<file path="src/acc_pkg.sv">
`default_nettype none
package acc_pkg;
	// Register byte offsets
	localparam logic [4:0] OFS_CMP_CS   = 5'h00;
	localparam logic [4:0] OFS_SPECIAL  = 5'h04;
	localparam logic [4:0] OFS_MUX_SEL  = 5'h08;
	localparam logic [4:0] OFS_CONV_CS  = 5'h0c;
	localparam logic [4:0] OFS_RES_LOW  = 5'h10;
	localparam logic [4:0] OFS_RES_HIGH = 5'h14;
	// Comparator control/status fields
	localparam int CMP_OUT_BIT   = 5;
	localparam int CMP_FLAG_BIT  = 4;
	localparam int CMP_IEN_BIT   = 3;
	localparam int CMP_ROUTE_BIT = 2;
	// Special function fields
	localparam int SPC_TRIG_LSB  = 5;
	localparam int SPC_MUXEN_BIT = 3;
	// Converter mux select fields
	localparam int MUX_REF_LSB   = 6;
	localparam int MUX_LADJ_BIT  = 5;
	// Converter control/status fields
	localparam int CNV_EN_BIT    = 7;
	localparam int CNV_START_BIT = 6;
	localparam int CNV_AUTO_BIT  = 5;
	localparam int CNV_FLAG_BIT  = 4;
	localparam int CNV_IEN_BIT   = 3;
	// Reset values
	localparam logic [7:0] RST_REG = 8'h00;
	// Conversion lengths in converter clock cycles
	localparam logic [4:0] CONV_NORMAL = 5'd13;
	localparam logic [4:0] CONV_FIRST  = 5'd25;
	// Trigger source codes
	localparam logic [2:0] TRIG_FREE = 3'h0;
	localparam logic [2:0] TRIG_CMP  = 3'h1;
	// Edge select decoding
	typedef enum logic [1:0] {
		EDGE_TOGGLE = 2'h0,
		EDGE_RSVD   = 2'h1,
		EDGE_FALL   = 2'h2,
		EDGE_RISE   = 2'h3
	} acc_edge_t;
	// Request to the analog core
	typedef struct packed {
		logic       start;
		logic [1:0] reference_select;
		logic [4:0] channel;
	} acc_core_req_t;
endpackage : acc_pkg
`default_nettype wire

</file>
<file path="src/acc_top.sv">
// Contract
// - comparator output bit passes a synchroniser
// - matching synchronised edge sets comparator flag
// - flag clears on vector or written one
// - irq requires flag, enable and global enable
// - capture route feeds comparator to timer
// - edge field: toggle, reserved, falling, rising
// - mux enable and converter off selects channel
// - converter works only while enabled
// - ten-bit result right or left aligned
// - low byte read locks result until high
// - done flag set even when result discarded
// - start bit reads one until conversion ends
// - channel change waits for running conversion
// - auto trigger edge resets prescaler, starts
// - trigger edges during conversion are ignored
// - trigger flags set without interrupt enables
// - done-flag source restarts after every conversion
// - 13 cycles, first 25; then flag, clear
// - prescaler held in reset while disabled
//
// Design decisions made here: the placing of the registers and the AHB-Lite interface to the registers.
`timescale 1ns/1ps
`default_nettype none
module acc_top (
	input  wire logic                 core_clk,
	input  wire logic                 arst_n,
	input  wire logic                 hsel,
	input  wire logic [31:0]          haddr,
	input  wire logic [1:0]           htrans,
	input  wire logic                 hwrite,
	input  wire logic [2:0]           hsize,
	input  wire logic [31:0]          hwdata,
	input  wire logic                 hready,
	output logic                      hreadyout,
	output logic                      hresp,
	output logic [31:0]               hrdata,
	input  wire logic                 cmp_raw,
	input  wire logic                 global_irq_enable,
	input  wire logic                 cmp_irq_ack,
	output logic                      cmp_irq,
	output logic                      capture_in,
	output logic                      neg_use_channel,
	output logic [2:0]                neg_channel,
	input  wire logic [5:0]           trig_src,
	output logic                      conv_irq,
	output acc_pkg::acc_core_req_t    core_req,
	input  wire logic                 core_done,
	input  wire logic [9:0]           core_code
);
	typedef enum {ST_IDLE, ST_WAIT, ST_RUN} acc_state_t;

	logic [7:0]  cmp_cs;
	logic [7:0]  special;
	logic [7:0]  mux_sel;
	logic [7:0]  conv_cs;
	logic [3:0]  cmp_ctl;
	logic [7:0]  conv_ctl;
	logic        next_conv_en;
	logic [9:0]  result;
	logic        locked;
	logic        cmp_s1, cmp_s2, cmp_s3;
	logic        cmp_event;
	logic        cmp_flag;
	logic        conv_flag;
	logic        dph_wr;
	logic [4:0]  dph_addr;
	logic        aph_take;
	logic        wr_now;
	logic [7:0]  wbyte;
	logic [31:0] next_rdata;
	logic [6:0]  presc;
	logic        tick;
	acc_state_t  state;
	logic [4:0]  run_cnt;
	logic        first_pend;
	logic        conv_en;
	logic        complete;
	logic        sw_start;
	logic        trig_sig, trig_prev, trig_edge;
	logic        auto_start;
	logic        busy;

	////////////////////////////////////////////////////////////////
	// Bus slave
	assign hreadyout = 1'b1;
	assign hresp = 1'b0;
	assign aph_take = hsel & htrans[1] & hready;
	assign wr_now = dph_wr;
	assign wbyte = hwdata[7:0];

	// Data phase capture
	always_ff @(posedge core_clk or negedge arst_n) begin
		if (!arst_n) begin
			dph_wr <= 1'b0;
			dph_addr <= 5'h00;
		end else begin
			dph_wr <= aph_take & hwrite & (haddr[31:5] == 27'h0); // Upper addresses ignored
			dph_addr <= haddr[4:0];
		end
	end

	// Read data chosen at address phase
	always_comb begin
		next_rdata = 32'h0000_0000;
		if (haddr[31:5] == 27'h0) begin
			unique case (haddr[4:0])
				acc_pkg::OFS_CMP_CS: next_rdata[7:0] = cmp_cs;
				acc_pkg::OFS_SPECIAL: next_rdata[7:0] = special;
				acc_pkg::OFS_MUX_SEL: next_rdata[7:0] = mux_sel;
				acc_pkg::OFS_CONV_CS: next_rdata[7:0] = conv_cs;
				acc_pkg::OFS_RES_LOW: next_rdata[7:0] = mux_sel[acc_pkg::MUX_LADJ_BIT] ?
					{result[1:0], 6'h00} : result[7:0];
				acc_pkg::OFS_RES_HIGH: next_rdata[7:0] = mux_sel[acc_pkg::MUX_LADJ_BIT] ?
					result[9:2] : {6'h00, result[9:8]};
				default: next_rdata = 32'h0000_0000;
			endcase
		end
	end

	// Registered read data
	always_ff @(posedge core_clk or negedge arst_n) begin
		if (!arst_n)
			hrdata <= 32'h0000_0000;
		else if (aph_take && !hwrite)
			hrdata <= next_rdata;
	end

	////////////////////////////////////////////////////////////////
	// Comparator synchroniser and edge detect
	always_ff @(posedge core_clk or negedge arst_n) begin
		if (!arst_n) begin
			cmp_s1 <= 1'b0;
			cmp_s2 <= 1'b0;
			cmp_s3 <= 1'b0;
		end else begin
			cmp_s1 <= cmp_raw;
			cmp_s2 <= cmp_s1;
			cmp_s3 <= cmp_s2;
		end
	end

	// Edge mode decode
	always_comb begin
		unique case (acc_pkg::acc_edge_t'(cmp_cs[1:0]))
			acc_pkg::EDGE_TOGGLE: cmp_event = cmp_s2 ^ cmp_s3;
			acc_pkg::EDGE_RSVD: cmp_event = 1'b0;
			acc_pkg::EDGE_FALL: cmp_event = cmp_s3 & ~cmp_s2;
			acc_pkg::EDGE_RISE: cmp_event = cmp_s2 & ~cmp_s3;
		endcase
	end

	// Comparator control bits
	always_ff @(posedge core_clk or negedge arst_n) begin
		if (!arst_n)
			cmp_ctl <= acc_pkg::RST_REG[3:0];
		else if (wr_now && dph_addr == acc_pkg::OFS_CMP_CS)
			cmp_ctl <= wbyte[3:0];
	end

	// Comparator flag, set beats clear
	always_ff @(posedge core_clk or negedge arst_n) begin
		if (!arst_n)
			cmp_flag <= 1'b0;
		else if (cmp_event)
			cmp_flag <= 1'b1;
		else if (cmp_irq_ack ||
			(wr_now && dph_addr == acc_pkg::OFS_CMP_CS && wbyte[acc_pkg::CMP_FLAG_BIT]))
			cmp_flag <= 1'b0;
	end

	// Status byte: output bit 5, flag bit 4, control bits below
	assign cmp_cs = {2'b00, cmp_s2, cmp_flag, cmp_ctl};
	assign cmp_irq = cmp_flag & cmp_cs[acc_pkg::CMP_IEN_BIT] & global_irq_enable;
	assign capture_in = cmp_cs[acc_pkg::CMP_ROUTE_BIT] & cmp_s2;
	assign neg_use_channel = special[acc_pkg::SPC_MUXEN_BIT] & ~conv_en;
	assign neg_channel = mux_sel[2:0];

	////////////////////////////////////////////////////////////////
	// Plain control registers
	always_ff @(posedge core_clk or negedge arst_n) begin
		if (!arst_n) begin
			special <= acc_pkg::RST_REG;
			mux_sel <= acc_pkg::RST_REG;
			conv_ctl <= acc_pkg::RST_REG;
		end else if (wr_now) begin
			if (dph_addr == acc_pkg::OFS_SPECIAL)
				special <= wbyte;
			if (dph_addr == acc_pkg::OFS_MUX_SEL)
				mux_sel <= wbyte;
			if (dph_addr == acc_pkg::OFS_CONV_CS) begin
				conv_ctl <= {wbyte[7], 1'b0, wbyte[5], 1'b0, wbyte[3:0]};
			end
		end
	end

	assign conv_en = conv_ctl[acc_pkg::CNV_EN_BIT];
	assign busy = (state != ST_IDLE);
	assign conv_cs = {conv_ctl[7], busy, conv_ctl[5], conv_flag, conv_ctl[3:0]};
	// Enable as it stands after this edge, so enable and start may share a write
	assign next_conv_en = (wr_now && dph_addr == acc_pkg::OFS_CONV_CS) ? wbyte[acc_pkg::CNV_EN_BIT] : conv_en;
	assign conv_irq = conv_flag & conv_cs[acc_pkg::CNV_IEN_BIT] & global_irq_enable;
	assign sw_start = wr_now && dph_addr == acc_pkg::OFS_CONV_CS && wbyte[acc_pkg::CNV_START_BIT];

	////////////////////////////////////////////////////////////////
	// Trigger edge detect
	always_comb begin
		unique case (special[7:5])
			acc_pkg::TRIG_FREE: trig_sig = 1'b0;
			acc_pkg::TRIG_CMP: trig_sig = cmp_flag;
			default: trig_sig = trig_src[3'(special[7:5] - 3'h2)];
		endcase
	end

	always_ff @(posedge core_clk or negedge arst_n) begin
		if (!arst_n)
			trig_prev <= 1'b0;
		else
			trig_prev <= trig_sig;
	end

	assign trig_edge = trig_sig & ~trig_prev;
	assign auto_start = conv_en & conv_cs[acc_pkg::CNV_AUTO_BIT] & trig_edge & ~busy;

	// Prescaler and converter clock tick
	always_ff @(posedge core_clk or negedge arst_n) begin
		if (!arst_n)
			presc <= 7'h00;
		else if (!conv_en || auto_start)
			presc <= 7'h00;
		else
			presc <= presc + 7'h01;
	end

	assign tick = conv_en && ((presc | ~7'((8'h02 << conv_cs[2:0]) - 8'h01)) == 7'h7f) &&
		!(conv_cs[2:0] == 3'h7 && presc != 7'h7f);

	////////////////////////////////////////////////////////////////
	// Conversion sequencer
	assign complete = (state == ST_RUN) && tick &&
		(run_cnt >= (first_pend ? acc_pkg::CONV_FIRST : acc_pkg::CONV_NORMAL)) && core_done;

	always_ff @(posedge core_clk or negedge arst_n) begin
		if (!arst_n) begin
			state <= ST_IDLE;
			run_cnt <= 5'h00;
		end else if (!next_conv_en) begin
			state <= ST_IDLE;
			run_cnt <= 5'h00;
		end else begin
			unique case (state)
				ST_IDLE:
					if (sw_start || auto_start)
						state <= ST_WAIT;
				ST_WAIT:
					if (tick) begin
						state <= ST_RUN;
						run_cnt <= 5'h01;
					end
				ST_RUN:
					if (complete) begin
						// Free running restarts at once
						if (conv_cs[acc_pkg::CNV_AUTO_BIT] && special[7:5] == acc_pkg::TRIG_FREE)
							state <= ST_WAIT;
						else
							state <= ST_IDLE;
						run_cnt <= 5'h00;
					end else if (tick && run_cnt != 5'h1f)
						run_cnt <= run_cnt + 5'h01;
			endcase
		end
	end

	// First conversion after enable is long
	always_ff @(posedge core_clk or negedge arst_n) begin
		if (!arst_n)
			first_pend <= 1'b0;
		else if (!conv_en)
			first_pend <= 1'b1;
		else if (complete)
			first_pend <= 1'b0;
	end

	// Done flag, set beats clear
	always_ff @(posedge core_clk or negedge arst_n) begin
		if (!arst_n)
			conv_flag <= 1'b0;
		else if (complete)
			conv_flag <= 1'b1;
		else if (wr_now && dph_addr == acc_pkg::OFS_CONV_CS && wbyte[acc_pkg::CNV_FLAG_BIT])
			conv_flag <= 1'b0;
	end

	// Result store and read lock
	always_ff @(posedge core_clk or negedge arst_n) begin
		if (!arst_n) begin
			result <= 10'h000;
			locked <= 1'b0;
		end else begin
			if (complete && !locked)
				result <= core_code;
			if (aph_take && !hwrite && haddr == {27'h0, acc_pkg::OFS_RES_LOW})
				locked <= 1'b1;
			else if (aph_take && !hwrite && haddr == {27'h0, acc_pkg::OFS_RES_HIGH})
				locked <= 1'b0;
		end
	end

	// Core selects track only while enabled and not running
	always_ff @(posedge core_clk or negedge arst_n) begin
		if (!arst_n)
			core_req <= '0;
		else begin
			core_req.start <= next_conv_en && (state == ST_WAIT) && tick;
			if (conv_en && state != ST_RUN) begin
				core_req.reference_select <= mux_sel[7:6];
				core_req.channel <= mux_sel[4:0];
			end
		end
	end

	////////////////////////////////////////////////////////////////
	// Checks
	chk_sync_lag: assert property (@(posedge core_clk) disable iff (!arst_n)
		##2 cmp_cs[acc_pkg::CMP_OUT_BIT] == $past(cmp_raw, 2)) else $error("sync lag wrong");
	chk_flag_rise: assert property (@(posedge core_clk) disable iff (!arst_n)
		(cmp_cs[1:0] == 2'h3 && cmp_s2 && !cmp_s3) |=> cmp_flag) else $error("rise flag missed");
	chk_flag_ack: assert property (@(posedge core_clk) disable iff (!arst_n)
		(cmp_irq_ack && !cmp_event) |=> !cmp_flag) else $error("flag not cleared");
	chk_irq_gate: assert property (@(posedge core_clk) disable iff (!arst_n)
		cmp_irq |-> (cmp_flag && cmp_cs[3] && global_irq_enable)) else $error("irq ungated");
	chk_capture_off: assert property (@(posedge core_clk) disable iff (!arst_n)
		!cmp_cs[2] |-> !capture_in) else $error("capture leaks");
	chk_neg_mux: assert property (@(posedge core_clk) disable iff (!arst_n)
		conv_en |-> !neg_use_channel) else $error("mux while enabled");
	chk_lock_hold: assert property (@(posedge core_clk) disable iff (!arst_n)
		(locked && !aph_take) |=> $stable(result)) else $error("locked result moved");
	chk_done_flag: assert property (@(posedge core_clk) disable iff (!arst_n)
		complete |=> conv_flag) else $error("done flag missed");
	chk_busy_bit: assert property (@(posedge core_clk) disable iff (!arst_n)
		(sw_start && next_conv_en) |=> conv_cs[6] [*2]) else $error("start bit dropped");
	chk_presc_hold: assert property (@(posedge core_clk) disable iff (!arst_n)
		!conv_en |=> presc == 7'h00) else $error("prescaler ran");
endmodule : acc_top
`default_nettype wire

</file>
<file path="config.mk">
export PLATFORM = sky130hd
export DESIGN_NAME = acc_top
export DESIGN_NICKNAME = d
export VERILOG_FILES = /design/src/acc_pkg.sv /design/src/acc_top.sv
export SDC_FILE = /design/constraint.sdc
export NUM_CORES = 1
export LEC_CHECK = 0
export BUFFER_PORTS_ARGS = -buffer_cell sky130_fd_sc_hd__buf_2
export CORE_ASPECT_RATIO = 1.5
export CORE_MARGIN = 3
export CORE_UTILIZATION = 50
export CTS_CLUSTER_SIZE = 12
export DETAILED_ROUTE_END_ITERATION = 12
export PLACE_DENSITY_LB_ADDON = 0.08
export SLEW_MARGIN = 25
export SYNTH_ARGS = -nofsm -noshare
export SYNTH_HDL_FRONTEND = slang
export SYNTH_SLANG_ARGS = --single-unit
</file>
<file path="constraint.sdc">
create_clock -name core_clk -period 8.43 [get_ports core_clk]
set_clock_uncertainty 0.1 [all_clocks]
set_input_delay 1.686 -clock core_clk [delete_from_list [all_inputs] [get_ports core_clk]]
set_output_delay 1.686 -clock core_clk [all_outputs]
set_load 0.01 [all_outputs]
</file>
# Word level (Yosys, flattened, before mapping)

Index checks and enable logic that the tools add are counted.

$add $sub $neg: 4
Multiply operators: 0
Divide/modulo/power cells: 0
$lt $le $gt $ge: 2
Equal/unequal tests: 29
Shift operators: 1
Muxes and demuxes: 30
Bitwise operators: 24
Reductions and logical operators: 42

Operators with widths:

| cell                                                 | count |
|---|---|
| 2-to-1 mux 32 bit                                    | 4 |
| case mux 32 bit (3 select lines)                     | 1 |
| equality test 32 x 2 -> 1 bit, second input constant | 2 |
| equality test 32 x 5 -> 1 bit, second input constant | 2 |
| case mux 8 bit (6 select lines)                      | 1 |
| equality test 32 x 1 -> 1 bit, second input constant | 1 |
| equality test 32 x 3 -> 1 bit, second input constant | 1 |
| zero test 32 bit                                     | 1 |
| != test 32 x 3 -> 1 bit, second input constant       | 1 |
| nonzero test 32 bit                                  | 1 |
| zero test 27 bit                                     | 1 |
| 2-to-1 mux 5 bit                                     | 5 |
| 2-to-1 mux 8 bit                                     | 3 |
| equality test 5 x 4 -> 1 bit, second input constant  | 4 |
| logical AND 1 bit                                    | 20 |
| AND 1 bit                                            | 16 |
| 2-to-1 mux 1 bit                                     | 11 |
| equality test 5 x 3 -> 1 bit, second input constant  | 2 |
| equality test 5 bit, second input constant           | 2 |
| zero test 5 bit                                      | 2 |
| case mux 5 bit (2 select lines)                      | 1 |
| != test 3 bit, second input constant                 | 3 |
| adder 7 x 1 -> 7 bit, second input constant          | 1 |
| equality test 7 bit, second input constant           | 1 |
| 30 further kinds                                     | 45 |

Flip-flop bits (word level): 134
Bits in latches: 0
Memory bits (writable): 0
Bits in read-only memories: 0
Bits of input ports: 94
Output and inout port bits: 49
Word-level logic and storage cells: 154
Memories kept: 0

# Longest topological paths before layout

Gate-level depths: netlist (run 1).

Depth after elaboration: 13
Mapped depth: 11
Mapped depth without buffers: 9

# Least setup slack after synthesis (run 1)

No wires, ideal clock.

Path type: input port to output port
Start: in global_irq_enable
End: out cmp_irq
Data arrival time: 1876 ps
Data required time: 6644 ps
Setup slack: 4768 ps
Cell stages on the path: 1
Path buffers: 0
Cell sequence: and3_1

Cells in the longest elaborated chain, start to end: 1

Ends and longest elaborated chain:

| what            | RTL line       | text |
|---|---|---|
| start, declared | acc_top.sv:39  | `input wire logic global_irq_enable,` |
| AND 1 bit       | acc_top.sv:174 | `assign cmp_irq = cmp_flag & cmp_cs[acc_pkg::CMP_IEN_BIT] & global_irq_enable;` |
| end, declared   | acc_top.sv:41  | `output logic cmp_irq,` |

Every way passes these cells.

# Worst setup path after layout (run 1)

Start: in global_irq_enable
End: out conv_irq

Cells in the longest elaborated chain, start to end: 1

Ends and longest elaborated chain:

| what          | RTL line       | text |
|---|---|---|
| AND 1 bit     | acc_top.sv:202 | `assign conv_irq = conv_flag & conv_cs[acc_pkg::CNV_IEN_BIT] & global_irq_enable;` |
| end, declared | acc_top.sv:46  | `output logic conv_irq,` |

Every way passes these cells.

==> flow_summary.toml, run 1 <==
[sta]
rsz0062_at_grt = "false"
final-hold-violation-count = 0
finalSetupViolCount = 0
tns_ps = 0
min_period_ps = 3880
min_period_over_period = 0.4602
slew_headroom = 0.3722
slew_violations = 0
fmax_mhz = 257.8
tightest_slew_ps = 934.5

[logic_synthesis]
async_flop_share = 1.000
yosysTopAreaCellShare = 0.4738
yosysUniqueCellTypes = 58
synth-xor-area-share = 0.01451
yosys.area_share.simple = 0.1359
synth_top_family_by_area = "multiplexers"
yosysWarnings = 0
yosysSeqAreaShare = 0.4738
synthTopCellsByCount = "dfrtp_1, mux2_2, buf_4"
synth_compound_area_frac = 0.1170
synth_ff_type = "dfrtp_1"
synth_edf_count = 0
synth_top_cells_by_area = "dfrtp_1, mux2_2, buf_4"
synth_seq_cells = 80
post-synth-top-count-cell = "dfrtp_1"
synthCells = 390
yosys.area.top_type = "dfrtp_1"
muxShareOfSynthArea = 0.1489
netlist_area_um2 = 4225
synth-adder-area-share = 0.02961
synth_area_per_cell_um2 = 10.83

[power]
p_per_area_nw_per_um2 = 166.5
combPwrFrac = 0.074
intPower_uw = 616.8
clkPwrFrac = 0.434
p_sw_frac = 0.2424
p_sw_uw = 197.3
peakVddDrop_v = 0.0001144
p_leak_uw = 0.002389
sequentialPowerShare = 0.492

[clock_tree]
cts_sinks = 80
htreeDepth = 3
tritoncts.num_buffers = 9
clkTransAtPathRegs_ps = 60
clkLatencyLatePin_ps = 330
cts_hold_buf = 0
cts_tree = "done"
ctsResizeCount = 0
cts_buffer_depth = 2
root_buffer = "clkbuf_16"
cts_setup_buffers = 0

[floorplan]
fp-row-count = 40
coreArea_um2 = 8108
die_h_um = 118.6
boundaryPins = 143
die_area_um2 = 9613
initial_core_util = 0.5211
die_w_um = 81.06

[placement]
dp_hpwl_mm = 7.249
gp_congestion = 0.8281
postPlaceCellArea_um2 = 4614
port_buffers = 88

[global_routing]
grt_max_degree = 81
grt_use_total = 0.2071
grt_antenna_before_repair = 0
grt_pass1_vias = 3072
grt_pass1_wl_mm = 15.20
grt_overflow_total = 0

[min_path]
hold_start = "cmp_s1$_DFF_PN0_"
hold_path.class = "register to register"

[setup_path]
crit_chain = "buf_2 > and3_1 > buf_2"
cp_common_cell = "buf_2"
cp-end-kind = "primary output"
cp_slowest_cell = "and3_1"
critPathBufInv = 2
reg2reg_from = "conv_ctl[1]$_DFFE_PN0P_"
cp_top_family = "buffers and inverters"
critPathMaxFanout = 2
cp-start-kind = "input pin"
slowest_delay_ps = 170
crit_required_ps = 6640
cp-startpoint = "global_irq_enable"
crit_type = "input pin to primary output"
crit_arrival_ps = 2090

[finish]
fillers = 710
fin_nets = 576
drive_gt1_frac = 0.3124
syn2layout_area_growth_pct = 15.75
fin_area_um2 = 4891
antenna_cells = 0

[routing]
vias = 3171
wl_mm = 9.577
drc_errors = 0
dr.pass1.iters = 4
postRouteAntennaNets = 0
vias_per_cell = 5.448
drt_iter0_drc = 112
detail_route.wl_per_cell_um = 16.46

[run]
cap_violations = 0

[status]
outcome = "complete, no violations"
## cell type report
| cell class | instances | area (um^2) | share of cell area |
|---|---|---|---|
| multi-input cells | 278 | 1982 | 0.4052 |
| inverters | 15 | 56.30 | 0.01151 |
| flip-flops and latches | 80 | 2002 | 0.4093 |
| clock inverters | 7 | 47.55 | 0.009721 |
| repair buffers | 88 | 446.7 | 0.09133 |
| well taps | 105 | 131.4 | 0.02686 |
| clock buffers | 9 | 225.2 | 0.04605 |
## placed cells by master (no fill, tap or decap), types with 3 or more instances in the layout
| master | Yosys | routed |
|---|---|---|
| nand2_1 | 24 | 24 |
| nor2_1 | 27 | 27 |
| nor2b_1 | 3 | 3 |
| ha_1 | 10 | 10 |
| xnor2_1 | 5 | 5 |
| a22o_1 | 9 | 9 |
| nand3_1 | 11 | 11 |
| nand3b_1 | 3 | 3 |
| nor4_1 | 7 | 7 |
| mux4_2 | 3 | 3 |
| mux2_2 | 39 | 39 |
| nor3_1 | 10 | 10 |
| a21oi_1 | 6 | 6 |
| mux2i_1 | 10 | 10 |
| a22oi_1 | 4 | 4 |
| inv_1 | 15 | 15 |
| dfrtp_1 | 80 | 80 |
| o211ai_1 | 8 | 8 |
| clkinv_2 | 0 | 3 |
| buf_2 | 4 | 87 |
| a31oi_1 | 5 | 5 |
| o21ai_0 | 14 | 14 |
| clkbuf_16 | 0 | 9 |
| conb_1 | 2 | 26 |
| nand2b_1 | 4 | 4 |
| and3_1 | 7 | 7 |
## worst reg2reg max path: stages (launching register included)
cell and delay, ps:
dfrtp_1 470, or3_1 380, ha_1 250, nor3_1 190, a21oi_1 60, o311ai_1 520, or2_0 470, o21ai_0 330
a41o_1 300
## kinds of logic after synthesis
logic type      Yosys count
buf+inv                  56
mux                      54
fa+ha+maj                10
flops                    80
other cells               2
compound gates           70
simple gates            111
xor+xnor                  7
## per-layer routing
metal	wire length (um)	up-vias	global-route usage
li1	-	1530	-
met1	3979	1551	0.2565
met2	5141	83	0.3591
met3	332	7	0.03811
met4	124	0	0.06237
met5	0	-	0
## sequential cells by signal, indices dropped and copies added, names as in the netlist, 2 cells and up
signal,cells
cmp_ctl,4
conv_ctl,6
core_req,8
dph_addr,5
hrdata,8
mux_sel,8
presc,7
result,10
run_cnt,5
special,8
state,2
## power by group through the flow
stage | Clock (uW) | Sequential [uW] | Combinational, uW
final | 353 | 401 | 60.3
after detailed placement | 0 | 407 | 60.8
after floorplan | 0 | 403 | 42.2
after CTS | 362 | 400 | 61.0
after global placement | 0 | 407 | 59.5
after global routing | 379 | 401 | 68.0
## per-stage QoR
stage	util	power (uW)	setup slack [ps]	hold slack (ps)	cells
after floorplan	-	445.0	4768	231.2	414
after global placement	0.5691	466.6	4563	233.8	566
after detailed placement	0.5691	468.3	4551	235.8	566
after CTS	0.6028	823.3	4547	249.9	582
after global routing	0.6032	848.7	4533	257.7	582
final	0.6032	814.1	4550	245.6	582
## final timing paths
path	endpoint	slack, ps	cells past startpoint
setup / recovery	conv_irq	4550	3
hold / removal	cmp_s2$_DFF_PN0_	250	0
setup reg to reg	state[0]$_DFFE_PN0P_	5240	8
hold reg to reg	cmp_s2$_DFF_PN0_	250	0
max in group asynchronous	result[8]$_DFFE_PN0P_	6440	1
min in group asynchronous	presc[3]$_DFF_PN0_	1290	1
(Power assumes the default switching activity.)
==> run 2: changes to the inputs <==
ABC_AREA = 1   (was unset)
CORE_UTILIZATION = 46   (was 50)
clock period = 3.5 ns   (was 8.43 ns; I/O delays follow)
==> run 2 against run 1 <==
Against the previous run:
- global-route usage fell by 0.16 points
- critical path depth rose by 10
- combinational power rose by 84%
- clock power rose to 2.7 times the previous value
- worst hold slack improved by 11 ps
- register-to-register slack got worse by 4100 ps
- total power rose by 150%
- final cell count rose by 27%
- via count rose by 18%
- utilization fell by 4.0 points
- sequential power rose by 130%
- largest cell class unchanged
- largest power group is now clock
- highest routed layer unchanged
==> flow_summary.toml, run 2 <==
[floorplan]
boundaryPins = 143
die_area_um2 = 10630
initial_core_util = 0.4815
coreArea_um2 = 8986
die_h_um = 124.8
die_w_um = 85.19
fp-row-count = 42

[routing]
drc_errors = 0
dr.pass1.iters = 5
drt_iter0_drc = 162
detail_route.wl_per_cell_um = 14.04
postRouteAntennaNets = 0
vias_per_cell = 5.076
vias = 3746
wl_mm = 10.36

[sta]
slew_violations = 0
final-hold-violation-count = 0
finalSetupViolCount = 0
slew_headroom = 0.5158
min_period_ps = 2375
tightest_slew_ps = 726.2
hold-worst-slack_ps = 256.2
rsz0062_at_grt = "false"
fmax_mhz = 421.1
min_period_over_period = 0.6785
tns_ps = 0

[logic_synthesis]
yosysUniqueCellTypes = 40
synthTopCellsByCount = "nand2_1, dfrtp_1, inv_1"
synthCells = 535
yosys.area.top_type = "dfrtp_1"
synth_ff_type = "dfrtp_1"
synth_area_per_cell_um2 = 8.087
async_flop_share = 1.000
netlist_area_um2 = 4327
yosysWarnings = 0
synth_top_cells_by_area = "dfrtp_1, nand2_1, inv_1"
yosysTopAreaCellShare = 0.4627
yosysSeqAreaShare = 0.4627
post-synth-top-count-cell = "nand2_1"
synth_edf_count = 0
synth_seq_cells = 80

[clock_tree]
cts_tree = "done"
tritoncts.num_buffers = 9
clkLatencyLatePin_ps = 340
cts_hold_buf = 0
cts_sinks = 80
htreeDepth = 3
root_buffer = "clkbuf_16"
cts_buffer_depth = 2
cts_setup_buffers = 0
clkTransAtPathRegs_ps = 60
ctsResizeCount = 0

[global_routing]
grt_use_total = 0.2055
grt_max_degree = 81
grt_antenna_before_repair = 0
grt_overflow_total = 0
grt_pass1_wl_mm = 17.29
grt_pass1_vias = 3648

[finish]
largest_reg_flops = 10
fin_nets = 727
final_util = 0.5632
final_cell_mix = "nand2_1, buf_2, dfrtp_1, inv_1, o21ai_0"
antenna_cells = 0
top_register = "result"
fin_area_um2 = 5061
final_common_cell = "nand2_1"
syn2layout_area_growth_pct = 16.98
drive_gt1_frac = 0.2229
fillers = 848

[setup_path]
crit_chain = "nor2_2 > nand2_2 > ha_1 > nor2_1 > nor2_2 > nand2_1 > nor2_2 > nand3_2 > nor2_4 > nand2_2 > or2_4 > nor2_2 > a21oi_2"
crit_required_ps = 3620
cp_slowest_cell = "dfrtp_1"
critPathMaxFanout = 20
reg2reg_depth = 13
cp-start-kind = "register"
crit_arrival_ps = 2490
cp_common_cell = "nor2_2"
cp-end-kind = "register"
slowest_delay_ps = 450
crit_type = "register to register"

[placement]
port_buffers = 88
gp_congestion = 0.8623
postPlaceCellArea_um2 = 4750
dp_hpwl_mm = 8.071

[power]
peakVddDrop_v = 0.0002745
p_leak_uw = 0.002708
p_per_area_nw_per_um2 = 395.1

[run]
cap_violations = 0

[min_path]
hold_path.class = "register to register"
holdPathStages = 0

[status]
outcome = "complete, no violations"
[run 2: changes by cell type in the layout (fill, tap and decap cells not counted), moves of 10 or more]
cell,change
nand2_1,+81
inv_1,+60
mux2_2,-39
o21ai_0,+37
nor2_1,+14
nand3_1,+12
nor2_2,+12
mux2i_1,-10
nand4_1,+10
o22ai_1,+10
[run 2: layout make-up]
cell class                 instances  area [um^2]  share of cell area
sequential                        80         2002              0.3956
clock buffer                      10        239.0             0.04722
multi-input combinational        363         1856              0.3666
tap                              110        137.6             0.02719
timing repair buffer              90        461.7             0.09122
inverter                          79        296.5             0.05859
clock inverter                     6        68.82             0.01360
[run 2: cell families after synthesis]
family,Yosys count,share of synthesized area
xor gates and xnor gates,3,0.006074
adders and majority gates,10,0.02892
DFF,80,0.4627
buffers and inverters,116,0.1293
and+or+nand+nor,225,0.2380
other,2,0.001736
AOI/OAI and AO/OA,99,0.1333
[run 2: worst paths after layout]
| kind | from | to | slack, ps |
|---|---|---|---|
| min in group asynchronous | arst_n | presc[2]$_DFF_PN0_ | 290 |
| min | cmp_s1$_DFF_PN0_ | cmp_s2$_DFF_PN0_ | 260 |
| min reg2reg | cmp_s1$_DFF_PN0_ | cmp_s2$_DFF_PN0_ | 260 |
| max reg2reg | conv_ctl[1]$_DFFE_PN0P_ | result[4]$_DFFE_PN0P_ | 1130 |
| max | conv_ctl[1]$_DFFE_PN0P_ | result[4]$_DFFE_PN0P_ | 1130 |
| max in group asynchronous | arst_n | special[5]$_DFFE_PN0P_ | 2510 |
[run 2: per-layer routing]
layer	up-vias	share of wire	track usage	wire (um)
met5	-	0	0	0
met4	0	0.032	0.09413	335
li1	1873	-	-	-
met3	25	0.046	0.03772	477
met2	110	0.53	0.3608	5486
met1	1738	0.39	0.2374	4061
[run 2: power by group]
group / switching, uW / internal (uW) / total [uW] / leakage, uW
sequential: 6.15 / 932 / 938 / 0.000921
clock: 377 / 574 / 951 / 0.000149
combinational: 71.9 / 38.9 / 111 / 0.00164
[run 2: stage by stage]
stage,setup WS [ps],instances,power [uW]
2_1_floorplan,1380,559,1016
3_3_place_gp,1133,722,1064
3_5_place_dp,1082,722,1066
4_1_cts,1112,738,2025
5_1_grt,907.1,738,2078
6_report,1125,738,1999
[run 2: critical path: cells and delay by family (launching register included)]
kind,cells,cell delay [ps]
adders and majority gates,1,280
AOI/OAI and AO/OA,1,40
DFF,1,450
and+or+nand+nor,11,1390
